<file path="src/i2crt_pkg.sv">
// constants, types and rate table for the two-wire rate and control block
package i2crt_pkg;
    // register byte offsets
    localparam logic [7:0] RATE_OFS = 8'h00;
    localparam logic [7:0] CTRL_OFS = 8'h04;
    localparam logic [7:0] STAT_OFS = 8'h08;
    localparam logic [7:0] MASK_OFS = 8'h0c;
    // control bit positions
    localparam int CTRL_EN = 7;
    localparam int CTRL_IE = 6;
    localparam int CTRL_MS = 5;
    localparam int CTRL_TX = 4;
    localparam int CTRL_ACKS = 3;
    localparam int CTRL_RS = 2;
    // rate register fields
    localparam int RATE_MULTIPLIER_HI = 7;
    localparam int RATE_MULTIPLIER_LO = 6;
    localparam int CODE_HI = 5;
    localparam logic [1:0] RATE_MULTIPLIER_X2 = 2'h1;
    localparam logic [1:0] RATE_MULTIPLIER_X4 = 2'h2;
    // status bit positions, sticky bits are 3..0
    localparam int ST_BYTE = 0;
    localparam int ST_ARB = 1;
    localparam int ST_START = 2;
    localparam int ST_STOP = 3;
    localparam int ST_MSTR = 4;
    // reset values
    localparam logic [7:0] RATE_RST = 8'h00;
    localparam logic [7:0] CTRL_RST = 8'h00;
    localparam logic [7:0] MASK_RST = 8'h00;
    localparam logic [7:0] STAT_RST = 8'h00;
    // index of the acknowledge clock within a byte
    localparam logic [3:0] ACK_SLOT = 4'h8;

    typedef enum logic [2:0] {
        ST_IDLE, ST_START_HOLD, ST_LOW, ST_HIGH, ST_STOP_HIGH, ST_RS_HIGH
    } i2crt_state_t;

    typedef enum logic [1:0] {ACT_NONE, ACT_STOP, ACT_RS} i2crt_act_t;

    typedef struct packed {
        logic [11:0] div;
        logic [9:0] sda;
        logic [10:0] start;
        logic [10:0] stop;
    } i2crt_hold_t;

    function automatic i2crt_hold_t hold_ent(input int d, input int s, input int a, input int p);
        hold_ent = '{d[11:0], s[9:0], a[10:0], p[10:0]};
    endfunction : hold_ent

    // divider, sda hold, start hold, stop hold per rate code
    function automatic i2crt_hold_t hold_lookup(input logic [5:0] code);
        case (code)
            6'h00: hold_lookup = hold_ent(20, 7, 6, 11);
            6'h01: hold_lookup = hold_ent(22, 7, 7, 12);
            6'h02: hold_lookup = hold_ent(24, 8, 8, 13);
            6'h03: hold_lookup = hold_ent(26, 8, 9, 14);
            6'h04: hold_lookup = hold_ent(28, 9, 10, 15);
            6'h05: hold_lookup = hold_ent(30, 9, 11, 16);
            6'h06: hold_lookup = hold_ent(34, 10, 13, 18);
            6'h07: hold_lookup = hold_ent(40, 10, 16, 21);
            6'h08: hold_lookup = hold_ent(28, 7, 10, 15);
            6'h09: hold_lookup = hold_ent(32, 7, 12, 17);
            6'h0a: hold_lookup = hold_ent(36, 9, 14, 19);
            6'h0b: hold_lookup = hold_ent(40, 9, 16, 21);
            6'h0c: hold_lookup = hold_ent(44, 11, 18, 23);
            6'h0d: hold_lookup = hold_ent(48, 11, 20, 25);
            6'h0e: hold_lookup = hold_ent(56, 13, 24, 29);
            6'h0f: hold_lookup = hold_ent(68, 13, 30, 35);
            6'h10: hold_lookup = hold_ent(48, 9, 18, 25);
            6'h11: hold_lookup = hold_ent(56, 9, 22, 29);
            6'h12: hold_lookup = hold_ent(64, 13, 26, 33);
            6'h13: hold_lookup = hold_ent(72, 13, 30, 37);
            6'h14: hold_lookup = hold_ent(80, 17, 34, 41);
            6'h15: hold_lookup = hold_ent(88, 17, 38, 45);
            6'h16: hold_lookup = hold_ent(104, 21, 46, 53);
            6'h17: hold_lookup = hold_ent(128, 21, 58, 65);
            6'h18: hold_lookup = hold_ent(80, 9, 38, 41);
            6'h19: hold_lookup = hold_ent(96, 9, 46, 49);
            6'h1a: hold_lookup = hold_ent(112, 17, 54, 57);
            6'h1b: hold_lookup = hold_ent(128, 17, 62, 65);
            6'h1c: hold_lookup = hold_ent(144, 25, 70, 73);
            6'h1d: hold_lookup = hold_ent(160, 25, 78, 81);
            6'h1e: hold_lookup = hold_ent(192, 33, 94, 97);
            6'h1f: hold_lookup = hold_ent(240, 33, 118, 121);
            6'h20: hold_lookup = hold_ent(160, 17, 78, 81);
            6'h21: hold_lookup = hold_ent(192, 17, 94, 97);
            6'h22: hold_lookup = hold_ent(224, 33, 110, 113);
            6'h23: hold_lookup = hold_ent(256, 33, 126, 129);
            6'h24: hold_lookup = hold_ent(288, 49, 142, 145);
            6'h25: hold_lookup = hold_ent(320, 49, 158, 161);
            6'h26: hold_lookup = hold_ent(384, 65, 190, 193);
            6'h27: hold_lookup = hold_ent(480, 65, 238, 241);
            6'h28: hold_lookup = hold_ent(320, 33, 158, 161);
            6'h29: hold_lookup = hold_ent(384, 33, 190, 193);
            6'h2a: hold_lookup = hold_ent(448, 65, 222, 225);
            6'h2b: hold_lookup = hold_ent(512, 65, 254, 257);
            6'h2c: hold_lookup = hold_ent(576, 97, 286, 289);
            6'h2d: hold_lookup = hold_ent(640, 97, 318, 321);
            6'h2e: hold_lookup = hold_ent(768, 129, 382, 385);
            6'h2f: hold_lookup = hold_ent(960, 129, 478, 481);
            6'h30: hold_lookup = hold_ent(640, 65, 318, 321);
            6'h31: hold_lookup = hold_ent(768, 65, 382, 385);
            6'h32: hold_lookup = hold_ent(896, 129, 446, 449);
            6'h33: hold_lookup = hold_ent(1024, 129, 510, 513);
            6'h34: hold_lookup = hold_ent(1152, 193, 574, 577);
            6'h35: hold_lookup = hold_ent(1280, 193, 638, 641);
            6'h36: hold_lookup = hold_ent(1536, 257, 766, 769);
            6'h37: hold_lookup = hold_ent(1920, 257, 958, 961);
            6'h38: hold_lookup = hold_ent(1280, 129, 638, 641);
            6'h39: hold_lookup = hold_ent(1536, 129, 766, 769);
            6'h3a: hold_lookup = hold_ent(1792, 257, 894, 897);
            6'h3b: hold_lookup = hold_ent(2048, 257, 1022, 1025);
            6'h3c: hold_lookup = hold_ent(2304, 385, 1150, 1153);
            6'h3d: hold_lookup = hold_ent(2560, 385, 1278, 1281);
            6'h3e: hold_lookup = hold_ent(3072, 513, 1534, 1537);
            default: hold_lookup = hold_ent(3840, 513, 1918, 1921);
        endcase
    endfunction : hold_lookup
endpackage : i2crt_pkg

</file>
<file path="src/i2crt_rate_ctrl.sv">
// two-wire rate generator, control register and start/stop sequencer
// Operation
// - rate code selects divider and three hold counts from table, divider 20..3840.
// - module enable clear disables the interface; set lets it run.
// - interrupt output only while interrupt enable bit is set.
// - master select 0 to 1 makes a start and enters master mode.
// - master select 1 to 0 makes a stop and returns to slave.
// - direction bit: 0 receive, 1 transmit.
// - receive acknowledge slot drives sda low unless acknowledge suppress is set.
// - writing repeat start request makes repeated start, only while master.
// - repeat start request bit always reads zero.
// - repeat start at improper point counts as lost arbitration.
// - multiplier code 00, 01, 10 give factor 1, 2, 4; 11 reserved.
// - scl period is bus period times multiplier times divider.
// - hold delays are bus period times multiplier times hold count.
//
// Decided for this implementation: the register addresses and the APB register port.
`timescale 1ns/1ps
module i2crt_rate_ctrl (
    // clock and reset
    input wire logic clk,
    input wire logic reset_n,
    // apb slave
    input wire logic [7:0] paddr,
    input wire logic psel,
    input wire logic penable,
    input wire logic pwrite,
    input wire logic [31:0] pwdata,
    output logic [31:0] prdata,
    output logic pready,
    output logic pslverr,
    // open-drain bus pins
    input wire logic sclIn,
    output logic sclOut,
    output logic sclOe,
    input wire logic sdaIn,
    output logic sdaOut,
    output logic sdaOe,
    // interrupt
    output logic irq
);
    // register state
    logic [7:0] rate_q, rate_d;
    logic [7:0] ctrl_q, ctrl_d;
    logic [7:0] mask_q, mask_d;
    logic [7:0] stat_q, stat_d;
    logic [31:0] prdata_q, prdata_d;
    logic pready_q, pready_d;
    logic rsReq_q, rsReq_d;
    // engine state
    i2crt_pkg::i2crt_state_t state_q, state_d;
    i2crt_pkg::i2crt_act_t act_q, act_d;
    logic [13:0] cnt_q, cnt_d;
    logic [3:0] bit_q, bit_d;
    logic sclLow_q, sclLow_d;
    logic sdaLow_q, sdaLow_d;
    logic [7:0] rateSeen_q, rateSeen_d;
    // derived timing
    i2crt_pkg::i2crt_hold_t tbl;
    logic [1:0] multSh;
    logic [13:0] periodCyc, highCyc, lowCyc, sdaCyc, startCyc, stopCyc;
    // events and handshakes
    logic access, prep, done, hit, master, rsOk, rsGood, rsBad, rsTake, rsWrite;
    logic evByte, evStart, evStop, ackDrive;

    // rate decode
    assign tbl = i2crt_pkg::hold_lookup(rate_q[i2crt_pkg::CODE_HI:0]);
    always_comb begin : rate_multiplier_sel
        case (rate_q[i2crt_pkg::RATE_MULTIPLIER_HI:i2crt_pkg::RATE_MULTIPLIER_LO])
            i2crt_pkg::RATE_MULTIPLIER_X2: multSh = 2'h1;
            i2crt_pkg::RATE_MULTIPLIER_X4: multSh = 2'h2;
            default: multSh = 2'h0;
        endcase
    end
    assign periodCyc = {2'h0, tbl.div} << multSh;
    assign highCyc = periodCyc >> 1;
    assign lowCyc = periodCyc - highCyc;
    assign sdaCyc = {4'h0, tbl.sda} << multSh;
    assign startCyc = {3'h0, tbl.start} << multSh;
    assign stopCyc = {3'h0, tbl.stop} << multSh;

    // apb handshake, one wait state
    assign access = psel & penable;
    assign prep = access & ~pready_q;
    assign done = access & pready_q;
    assign hit = paddr == i2crt_pkg::RATE_OFS || paddr == i2crt_pkg::CTRL_OFS
        || paddr == i2crt_pkg::STAT_OFS || paddr == i2crt_pkg::MASK_OFS;
    assign pready = pready_q;
    assign pslverr = pready_q & ~hit;
    assign prdata = prdata_q;

    assign master = state_q != i2crt_pkg::ST_IDLE;
    assign rsOk = state_q == i2crt_pkg::ST_LOW && bit_q == 4'h0 && act_q == i2crt_pkg::ACT_NONE;
    assign ackDrive = bit_q == i2crt_pkg::ACK_SLOT && !ctrl_q[i2crt_pkg::CTRL_TX]
        && !ctrl_q[i2crt_pkg::CTRL_ACKS];
    // repeat start write while master, judged against the proper point
    assign rsWrite = done && pwrite && paddr == i2crt_pkg::CTRL_OFS
        && pwdata[i2crt_pkg::CTRL_RS] && master;
    assign rsGood = rsWrite & rsOk;
    assign rsBad = rsWrite & ~rsOk;

    // register next state
    always_comb begin : reg_next
        rate_d = rate_q;
        ctrl_d = ctrl_q;
        mask_d = mask_q;
        stat_d = stat_q;
        prdata_d = prdata_q;
        pready_d = prep;
        rsReq_d = rsReq_q & ~rsTake & master;
        if (prep && !pwrite) begin
            case (paddr)
                i2crt_pkg::RATE_OFS: prdata_d = {24'h0, rate_q};
                i2crt_pkg::CTRL_OFS: prdata_d = {24'h0, ctrl_q};
                i2crt_pkg::STAT_OFS: prdata_d = {24'h0, stat_q};
                i2crt_pkg::MASK_OFS: prdata_d = {24'h0, mask_q};
                default: prdata_d = 32'h0;
            endcase
        end
        // read clears only the bits that were reported
        if (done && !pwrite && paddr == i2crt_pkg::STAT_OFS) begin
            stat_d[3:0] = stat_q[3:0] & ~prdata_q[3:0];
        end
        if (done && pwrite) begin
            case (paddr)
                i2crt_pkg::RATE_OFS: rate_d = pwdata[7:0];
                i2crt_pkg::CTRL_OFS: begin
                    ctrl_d = pwdata[7:0];
                    ctrl_d[i2crt_pkg::CTRL_RS] = 1'b0;
                end
                i2crt_pkg::MASK_OFS: mask_d = pwdata[7:0];
                default: rate_d = rate_q;
            endcase
        end
        if (rsGood) begin
            rsReq_d = 1'b1;
        end
        if (rsBad) begin
            ctrl_d[i2crt_pkg::CTRL_MS] = 1'b0;
        end
        // set wins over read clear
        stat_d[i2crt_pkg::ST_BYTE] = stat_d[i2crt_pkg::ST_BYTE] | evByte;
        stat_d[i2crt_pkg::ST_ARB] = stat_d[i2crt_pkg::ST_ARB] | rsBad;
        stat_d[i2crt_pkg::ST_START] = stat_d[i2crt_pkg::ST_START] | evStart;
        stat_d[i2crt_pkg::ST_STOP] = stat_d[i2crt_pkg::ST_STOP] | evStop;
        stat_d[i2crt_pkg::ST_MSTR] = state_d != i2crt_pkg::ST_IDLE;
    end

    always_ff @(posedge clk) begin
        if (!reset_n) begin
            rate_q <= i2crt_pkg::RATE_RST;
            ctrl_q <= i2crt_pkg::CTRL_RST;
            mask_q <= i2crt_pkg::MASK_RST;
            stat_q <= i2crt_pkg::STAT_RST;
            prdata_q <= 32'h0;
            pready_q <= 1'b0;
            rsReq_q <= 1'b0;
        end else begin
            rate_q <= rate_d;
            ctrl_q <= ctrl_d;
            mask_q <= mask_d;
            stat_q <= stat_d;
            prdata_q <= prdata_d;
            pready_q <= pready_d;
            rsReq_q <= rsReq_d;
        end
    end

    assign irq = ctrl_q[i2crt_pkg::CTRL_IE] & |(stat_q[3:0] & mask_q[3:0]);

    // bus engine next state
    always_comb begin : eng_next
        state_d = state_q;
        act_d = act_q;
        cnt_d = cnt_q + 14'h0001;
        bit_d = bit_q;
        sclLow_d = sclLow_q;
        sdaLow_d = sdaLow_q;
        rateSeen_d = rate_q;
        evByte = 1'b0;
        evStart = 1'b0;
        evStop = 1'b0;
        rsTake = 1'b0;
        if (rate_q != rateSeen_q) begin
            cnt_d = 14'h0;
        end
        case (state_q)
            i2crt_pkg::ST_IDLE: begin
                cnt_d = 14'h0;
                bit_d = 4'h0;
                act_d = i2crt_pkg::ACT_NONE;
                sclLow_d = 1'b0;
                sdaLow_d = 1'b0;
                if (ctrl_q[i2crt_pkg::CTRL_MS] && sclIn && sdaIn) begin
                    sdaLow_d = 1'b1;
                    state_d = i2crt_pkg::ST_START_HOLD;
                end
            end
            i2crt_pkg::ST_START_HOLD: begin
                if (cnt_q >= startCyc - 14'h0001) begin
                    sclLow_d = 1'b1;
                    cnt_d = 14'h0;
                    bit_d = 4'h0;
                    act_d = i2crt_pkg::ACT_NONE;
                    evStart = 1'b1;
                    state_d = i2crt_pkg::ST_LOW;
                end
            end
            i2crt_pkg::ST_LOW: begin
                if (cnt_q >= sdaCyc - 14'h0001 && act_q == i2crt_pkg::ACT_NONE) begin
                    if (!ctrl_q[i2crt_pkg::CTRL_MS]) begin
                        act_d = i2crt_pkg::ACT_STOP;
                        sdaLow_d = 1'b1;
                    end else if (rsReq_q) begin
                        act_d = i2crt_pkg::ACT_RS;
                        rsTake = 1'b1;
                        sdaLow_d = 1'b0;
                    end else begin
                        sdaLow_d = ackDrive;
                    end
                end
                if (cnt_q >= lowCyc - 14'h0001) begin
                    sclLow_d = 1'b0;
                    cnt_d = 14'h0;
                    case (act_d)
                        i2crt_pkg::ACT_STOP: state_d = i2crt_pkg::ST_STOP_HIGH;
                        i2crt_pkg::ACT_RS: state_d = i2crt_pkg::ST_RS_HIGH;
                        default: state_d = i2crt_pkg::ST_HIGH;
                    endcase
                end
            end
            i2crt_pkg::ST_HIGH: begin
                if (!sclIn) begin
                    cnt_d = 14'h0;
                end else if (cnt_q >= highCyc - 14'h0001) begin
                    sclLow_d = 1'b1;
                    cnt_d = 14'h0;
                    state_d = i2crt_pkg::ST_LOW;
                    if (bit_q == i2crt_pkg::ACK_SLOT) begin
                        bit_d = 4'h0;
                        evByte = 1'b1;
                    end else begin
                        bit_d = bit_q + 4'h1;
                    end
                end
            end
            i2crt_pkg::ST_STOP_HIGH: begin
                if (!sclIn) begin
                    cnt_d = 14'h0;
                end else if (cnt_q >= stopCyc - 14'h0001) begin
                    sdaLow_d = 1'b0;
                    evStop = 1'b1;
                    state_d = i2crt_pkg::ST_IDLE;
                end
            end
            i2crt_pkg::ST_RS_HIGH: begin
                if (!sclIn) begin
                    cnt_d = 14'h0;
                end else if (cnt_q >= highCyc - 14'h0001) begin
                    sdaLow_d = 1'b1;
                    cnt_d = 14'h0;
                    state_d = i2crt_pkg::ST_START_HOLD;
                end
            end
            default: state_d = i2crt_pkg::ST_IDLE;
        endcase
        // disable or lost arbitration releases both lines at once
        if (!ctrl_q[i2crt_pkg::CTRL_EN] || rsBad) begin
            state_d = i2crt_pkg::ST_IDLE;
            act_d = i2crt_pkg::ACT_NONE;
            cnt_d = 14'h0;
            bit_d = 4'h0;
            sclLow_d = 1'b0;
            sdaLow_d = 1'b0;
        end
    end

    always_ff @(posedge clk) begin
        if (!reset_n) begin
            state_q <= i2crt_pkg::ST_IDLE;
            act_q <= i2crt_pkg::ACT_NONE;
            cnt_q <= 14'h0;
            bit_q <= 4'h0;
            sclLow_q <= 1'b0;
            sdaLow_q <= 1'b0;
            rateSeen_q <= i2crt_pkg::RATE_RST;
        end else begin
            state_q <= state_d;
            act_q <= act_d;
            cnt_q <= cnt_d;
            bit_q <= bit_d;
            sclLow_q <= sclLow_d;
            sdaLow_q <= sdaLow_d;
            rateSeen_q <= rateSeen_d;
        end
    end

    // open-drain pins only ever pull low
    assign sclOut = 1'b0;
    assign sdaOut = 1'b0;
    assign sclOe = sclLow_q;
    assign sdaOe = sdaLow_q;
endmodule : i2crt_rate_ctrl

</file>
<file path="config.mk">
export PLATFORM = sky130hd
export DESIGN_NAME = i2crt_rate_ctrl
export DESIGN_NICKNAME = d
export VERILOG_FILES = /design/src/i2crt_pkg.sv /design/src/i2crt_rate_ctrl.sv
export SDC_FILE = /design/constraint.sdc
export NUM_CORES = 1
export LEC_CHECK = 0
export BUFFER_PORTS_ARGS = -buffer_cell sky130_fd_sc_hd__buf_2
export CORE_MARGIN = 5
export CORE_UTILIZATION = 35
export CTS_CLUSTER_SIZE = 8
export DETAILED_ROUTE_END_ITERATION = 12
export HOLD_SLACK_MARGIN = 0.02
export SYNTH_ARGS = -nofsm -noshare
export SYNTH_HDL_FRONTEND = slang
export SYNTH_SLANG_ARGS = --single-unit
</file>
<file path="constraint.sdc">
create_clock -name clk -period 6.25 [get_ports clk]
set_input_delay 1.25 -clock clk [delete_from_list [all_inputs] [get_ports clk]]
set_output_delay 1.25 -clock clk [all_outputs]
set_load 0.005 [all_outputs]
</file>
==> flow_summary.rst <==
.. list-table::
   :header-rows: 1

   * - Metric
     - Value
   * - Routed wire length per instance
     - about 16 microns
   * - CP required
     - 6.54 ns
   * - Die extent in y
     - between 150 and 200 microns
   * - CP Capture Type
     - register
   * - Mean cell area of the mapped netlist
     - around 7.9 sq um
   * - Number of synthesized register bits
     - ~110
   * - Max Cap Violations
     - 0
   * - Final worst-path cycle share
     - 88.0%
   * - Placed cell count
     - between 1500 and 2000
   * - Reg-to-reg critical path startpoint
     - rateSeen_d[6]
   * - Final instance count without filler cells
     - between 1500 and 2000
   * - Top Ports
     - 86
   * - Share of the core filled with cells in the final layout
     - 37.9%
   * - Root cell of the clock tree
     - sky130_fd_sc_hd__clkbuf_16
   * - Maximum achievable frequency
     - 182 MHz
   * - Routability-driven placement congestion ratio
     - approximately 0.9
   * - Maximum number of pins on one net before global-route repair
     - 66
   * - Number of global-route vias before repair
     - about 8000
   * - Crit path kind
     - reg2reg
   * - Beginning of the critical path
     - rateSeen_d[6]
   * - Status
     - completed
   * - Number of nets in the layout
     - 1388
   * - Share of cells above drive strength 1
     - between 8 and 9%
   * - Number of instances in the synthesized netlist
     - 1233
   * - Clock tree from TritonCTS
     - yes
   * - Proportion of synthesized chip area in sequential cells
     - between 20 and 25%
   * - Worst slew margin relative to its limit
     - roughly 34%
   * - Worst Max-Slew Pin Slew
     - around 0.98 ns
   * - Maximum ir drop on the vdd rail
     - about 0.14 mV
   * - Final min period
     - around 5.5 ns
   * - Total via count after detailed routing
     - approximately 8700
   * - Post-CTS Resized
     - 0
   * - Routed Antenna Nets
     - 0
   * - Launch instance of the worst min-delay path
     - pready
   * - Clock latency reported for the late side of the worst-skew pair
     - about 0.36 ns
   * - Count of yosys warnings during synthesis
     - 0
   * - Worst-path clk slew
     - about 0.090 ns
   * - Number of hold violations in the final report
     - 0
   * - Share of the synthesized area in the top cell type
     - 21.9%
   * - Number of input and output port buffers inserted
     - 35
   * - Combined area of all synthesized cells
     - a little under 10000 sq um
   * - Data arrival at the endpoint of the critical path
     - 5.78 ns
   * - Kind of launch point of the worst setup path
     - register
   * - Post-synth top flop
     - sky130_fd_sc_hd__dfxtp_1
   * - Post-detailed-placement half-perimeter wirelength
     - 19.9 mm
   * - Area leader, netlist
     - sky130_fd_sc_hd__dfxtp_1
   * - Critical-path maximum fanout
     - 29
   * - Final setup violation count
     - 0
   * - CTS Hold Buffers Added
     - 0
   * - Slew Limit Fails
     - 0
   * - Setup repair after global routing missed its margin
     - no
   * - Synth-to-layout area growth
     - 7.10%
   * - Power density relative to cell area
     - approximately 130 nW/um^2
   * - Iter 0 DRT Violations
     - 724
   * - GRT Overall Usage
     - between 10% and 20%
   * - Antenna diodes
     - 0
   * - Worst Skew
     - between 0.015 and 0.02 ns
   * - Core area
     - around 28000 sq um
   * - Number of buffers inserted during clock tree synthesis
     - 9
   * - Count of buffers added by post-CTS timing repair for setup
     - 0
   * - Min-Delay Path Class
     - reg2reg
   * - Total DRC errors in the routed layout
     - 0
   * - Starting density of the core
     - roughly 35%
   * - Most repeated cell in the gate-level netlist after synthesis
     - sky130_fd_sc_hd__nor2_1
   * - Total negative slack
     - 0 ns
   * - Worst hold slack across all endpoints
     - between 0.4 and 0.5 ns
   * - Commonest cells in the netlist
     - sky130_fd_sc_hd__nor2_1 (121), sky130_fd_sc_hd__ha_1 (112), sky130_fd_sc_hd__dfxtp_1 (107), sky130_fd_sc_hd__nand2_1 (97), sky130_fd_sc_hd__a21oi_1 (72)
   * - Die span in x
     - roughly 180 microns
   * - Post-detailed-route via-to-cell ratio
     - 5.37
   * - Initial antenna violation count
     - 0
   * - Count of clock tree sinks
     - ~110
   * - First-pass GRT wire length
     - around 43 mm
   * - Die area
     - between 30000 and 40000 sq um
   * - Final non-filler cell area
     - 10500 sq um
   * - Number of placement rows
     - between 60 and 70
   * - Clock H-tree levels
     - 3
   * - Drt first pass iters
     - 5
   * - GRT overflow
     - 0
   * - Number of enable flip-flop cells after synthesis
     - 0
   * - Maximum buffer depth of the clock tree
     - 2
   * - Placed cell areas
     - slightly above 10000 sq um
   * - Static Leakage
     - 4.03 nW
   * - Ranking of synthesized cells by area
     - sky130_fd_sc_hd__dfxtp_1 (22%), sky130_fd_sc_hd__ha_1 (14%), sky130_fd_sc_hd__mux2i_1 (6.4%), sky130_fd_sc_hd__nor2_1 (4.6%), sky130_fd_sc_hd__nand2_1 (3.7%)
   * - Asr flop ratio synth
     - 0%
   * - Wire length after detailed routing
     - 26.2 mm
   * - Unique masters post-synth
     - 84
report_power, final:
part / total [W] / leakage [nW] / switching, W / internal [W]
clock network: 0.000607 / 0.154 / 0.000315 / 0.000292
logic: 0.0000375 / 3.01 / 0.0000267 / 0.0000109
registers: 0.000681 / 0.863 / 0.000000259 / 0.000681
kinds of logic (layout without fill, tap and decap cells):
family,after synthesis,after routing,share of synthesized area (%)
XOR/XNOR,70,70,6.26
other,1,26,0.0383
multiplexers,79,79,8.93
AO/OA/AOI/OAI,299,299,20.4
AND/OR/NAND/NOR,418,418,20.9
flip-flops,107,107,21.9
buffers and inverters,146,121,7.04
adder cells (fa/ha/maj),113,113,14.5
sequential cells by signal, summed over array words and instances, names as in the netlist, 2 cells and up:
| signal | count |
|---|---|
| bit_q | 4 |
| rateSeen_q | 8 |
| mask_q | 8 |
| state_q | 3 |
| rateSeen_d | 8 |
| ctrl_q | 7 |
| cnt_q | 14 |
| prdata | 8 |
| stat_q | 5 |
| tbl | 36 |
| act_q | 2 |
critical path: stages, from the launching register on:
cell and delay, ns:
sky130_fd_sc_hd__dfxtp_4 0.53, sky130_fd_sc_hd__mux2i_1 0.22, sky130_fd_sc_hd__nor2_1 0.05, sky130_fd_sc_hd__a31oi_1 0.52, sky130_fd_sc_hd__ha_1 0.27, sky130_fd_sc_hd__inv_1 0.05
sky130_fd_sc_hd__fa_1 0.39, sky130_fd_sc_hd__nand2b_1 0.17, sky130_fd_sc_hd__a21o_1 0.19, sky130_fd_sc_hd__a21oi_1 0.21, sky130_fd_sc_hd__o41ai_1 0.13, sky130_fd_sc_hd__o21ai_0 0.29
sky130_fd_sc_hd__nor2_1 0.10, sky130_fd_sc_hd__xor2_1 0.15, sky130_fd_sc_hd__ha_1 0.18, sky130_fd_sc_hd__a211oi_1 0.31, sky130_fd_sc_hd__nand2b_1 0.15, sky130_fd_sc_hd__or3_1 0.36
sky130_fd_sc_hd__o21ai_1 0.26, sky130_fd_sc_hd__a22oi_1 0.10, sky130_fd_sc_hd__o2111a_1 0.49, sky130_fd_sc_hd__nor3b_1 0.26
per-layer routing:
metal	vias up	GRT usage [%]	share of wire, %	wire length, microns
li1	4406	-	-	-
met1	4048	23.5	49	12700
met2	168	26.6	45	11900
met3	37	2.18	3.7	960
met4	0	5.25	2.5	654
met5	-	0	0	0
cell usage in the layout, fill, tap and decap left out, drive strengths merged, types with 11 or more instances in the layout:
master,n
nor2,122
nor2b,16
a31oi,13
inv,54
buf,50
o211ai,21
o22ai,11
a211oi,13
ha,112
nand2b,21
conb,26
nand4,12
xor2,33
nor3,42
mux2i,63
a22oi,20
xnor2,37
nand2,97
dfxtp,107
and3,11
nand3,41
o31ai,13
or3,16
mux2,11
a21oi,76
o21ai,57
final timing paths:
path	cells after the start	end	slack, ns
worst max-delay path	21	cnt_q[1]	0.75
worst min-delay path	1	pready	0.47
worst max register to register	21	cnt_q[1]	0.75
worst min register to register	1	pready	0.47
per-stage QoR:
stage / setup WS (ns) / total power [W]
2_1_floorplan: 0.552 / 0.000731
6_report: 0.751 / 0.00133
3_3_place_gp: 0.829 / 0.000733
5_1_grt: 0.232 / 0.00138
3_5_place_dp: 0.821 / 0.000734
4_1_cts: 0.770 / 0.00134
layout make-up:
cell class,instances,area [sq um]
clock inverters,7,93.8
clock buffers,9,225
well taps,378,473
flip-flops and latches,107,2150
multi-input cells,1005,7050
fillers,2866,17200
inverters,55,206
repair buffers,50,288
(Power assumes the default switching activity.)
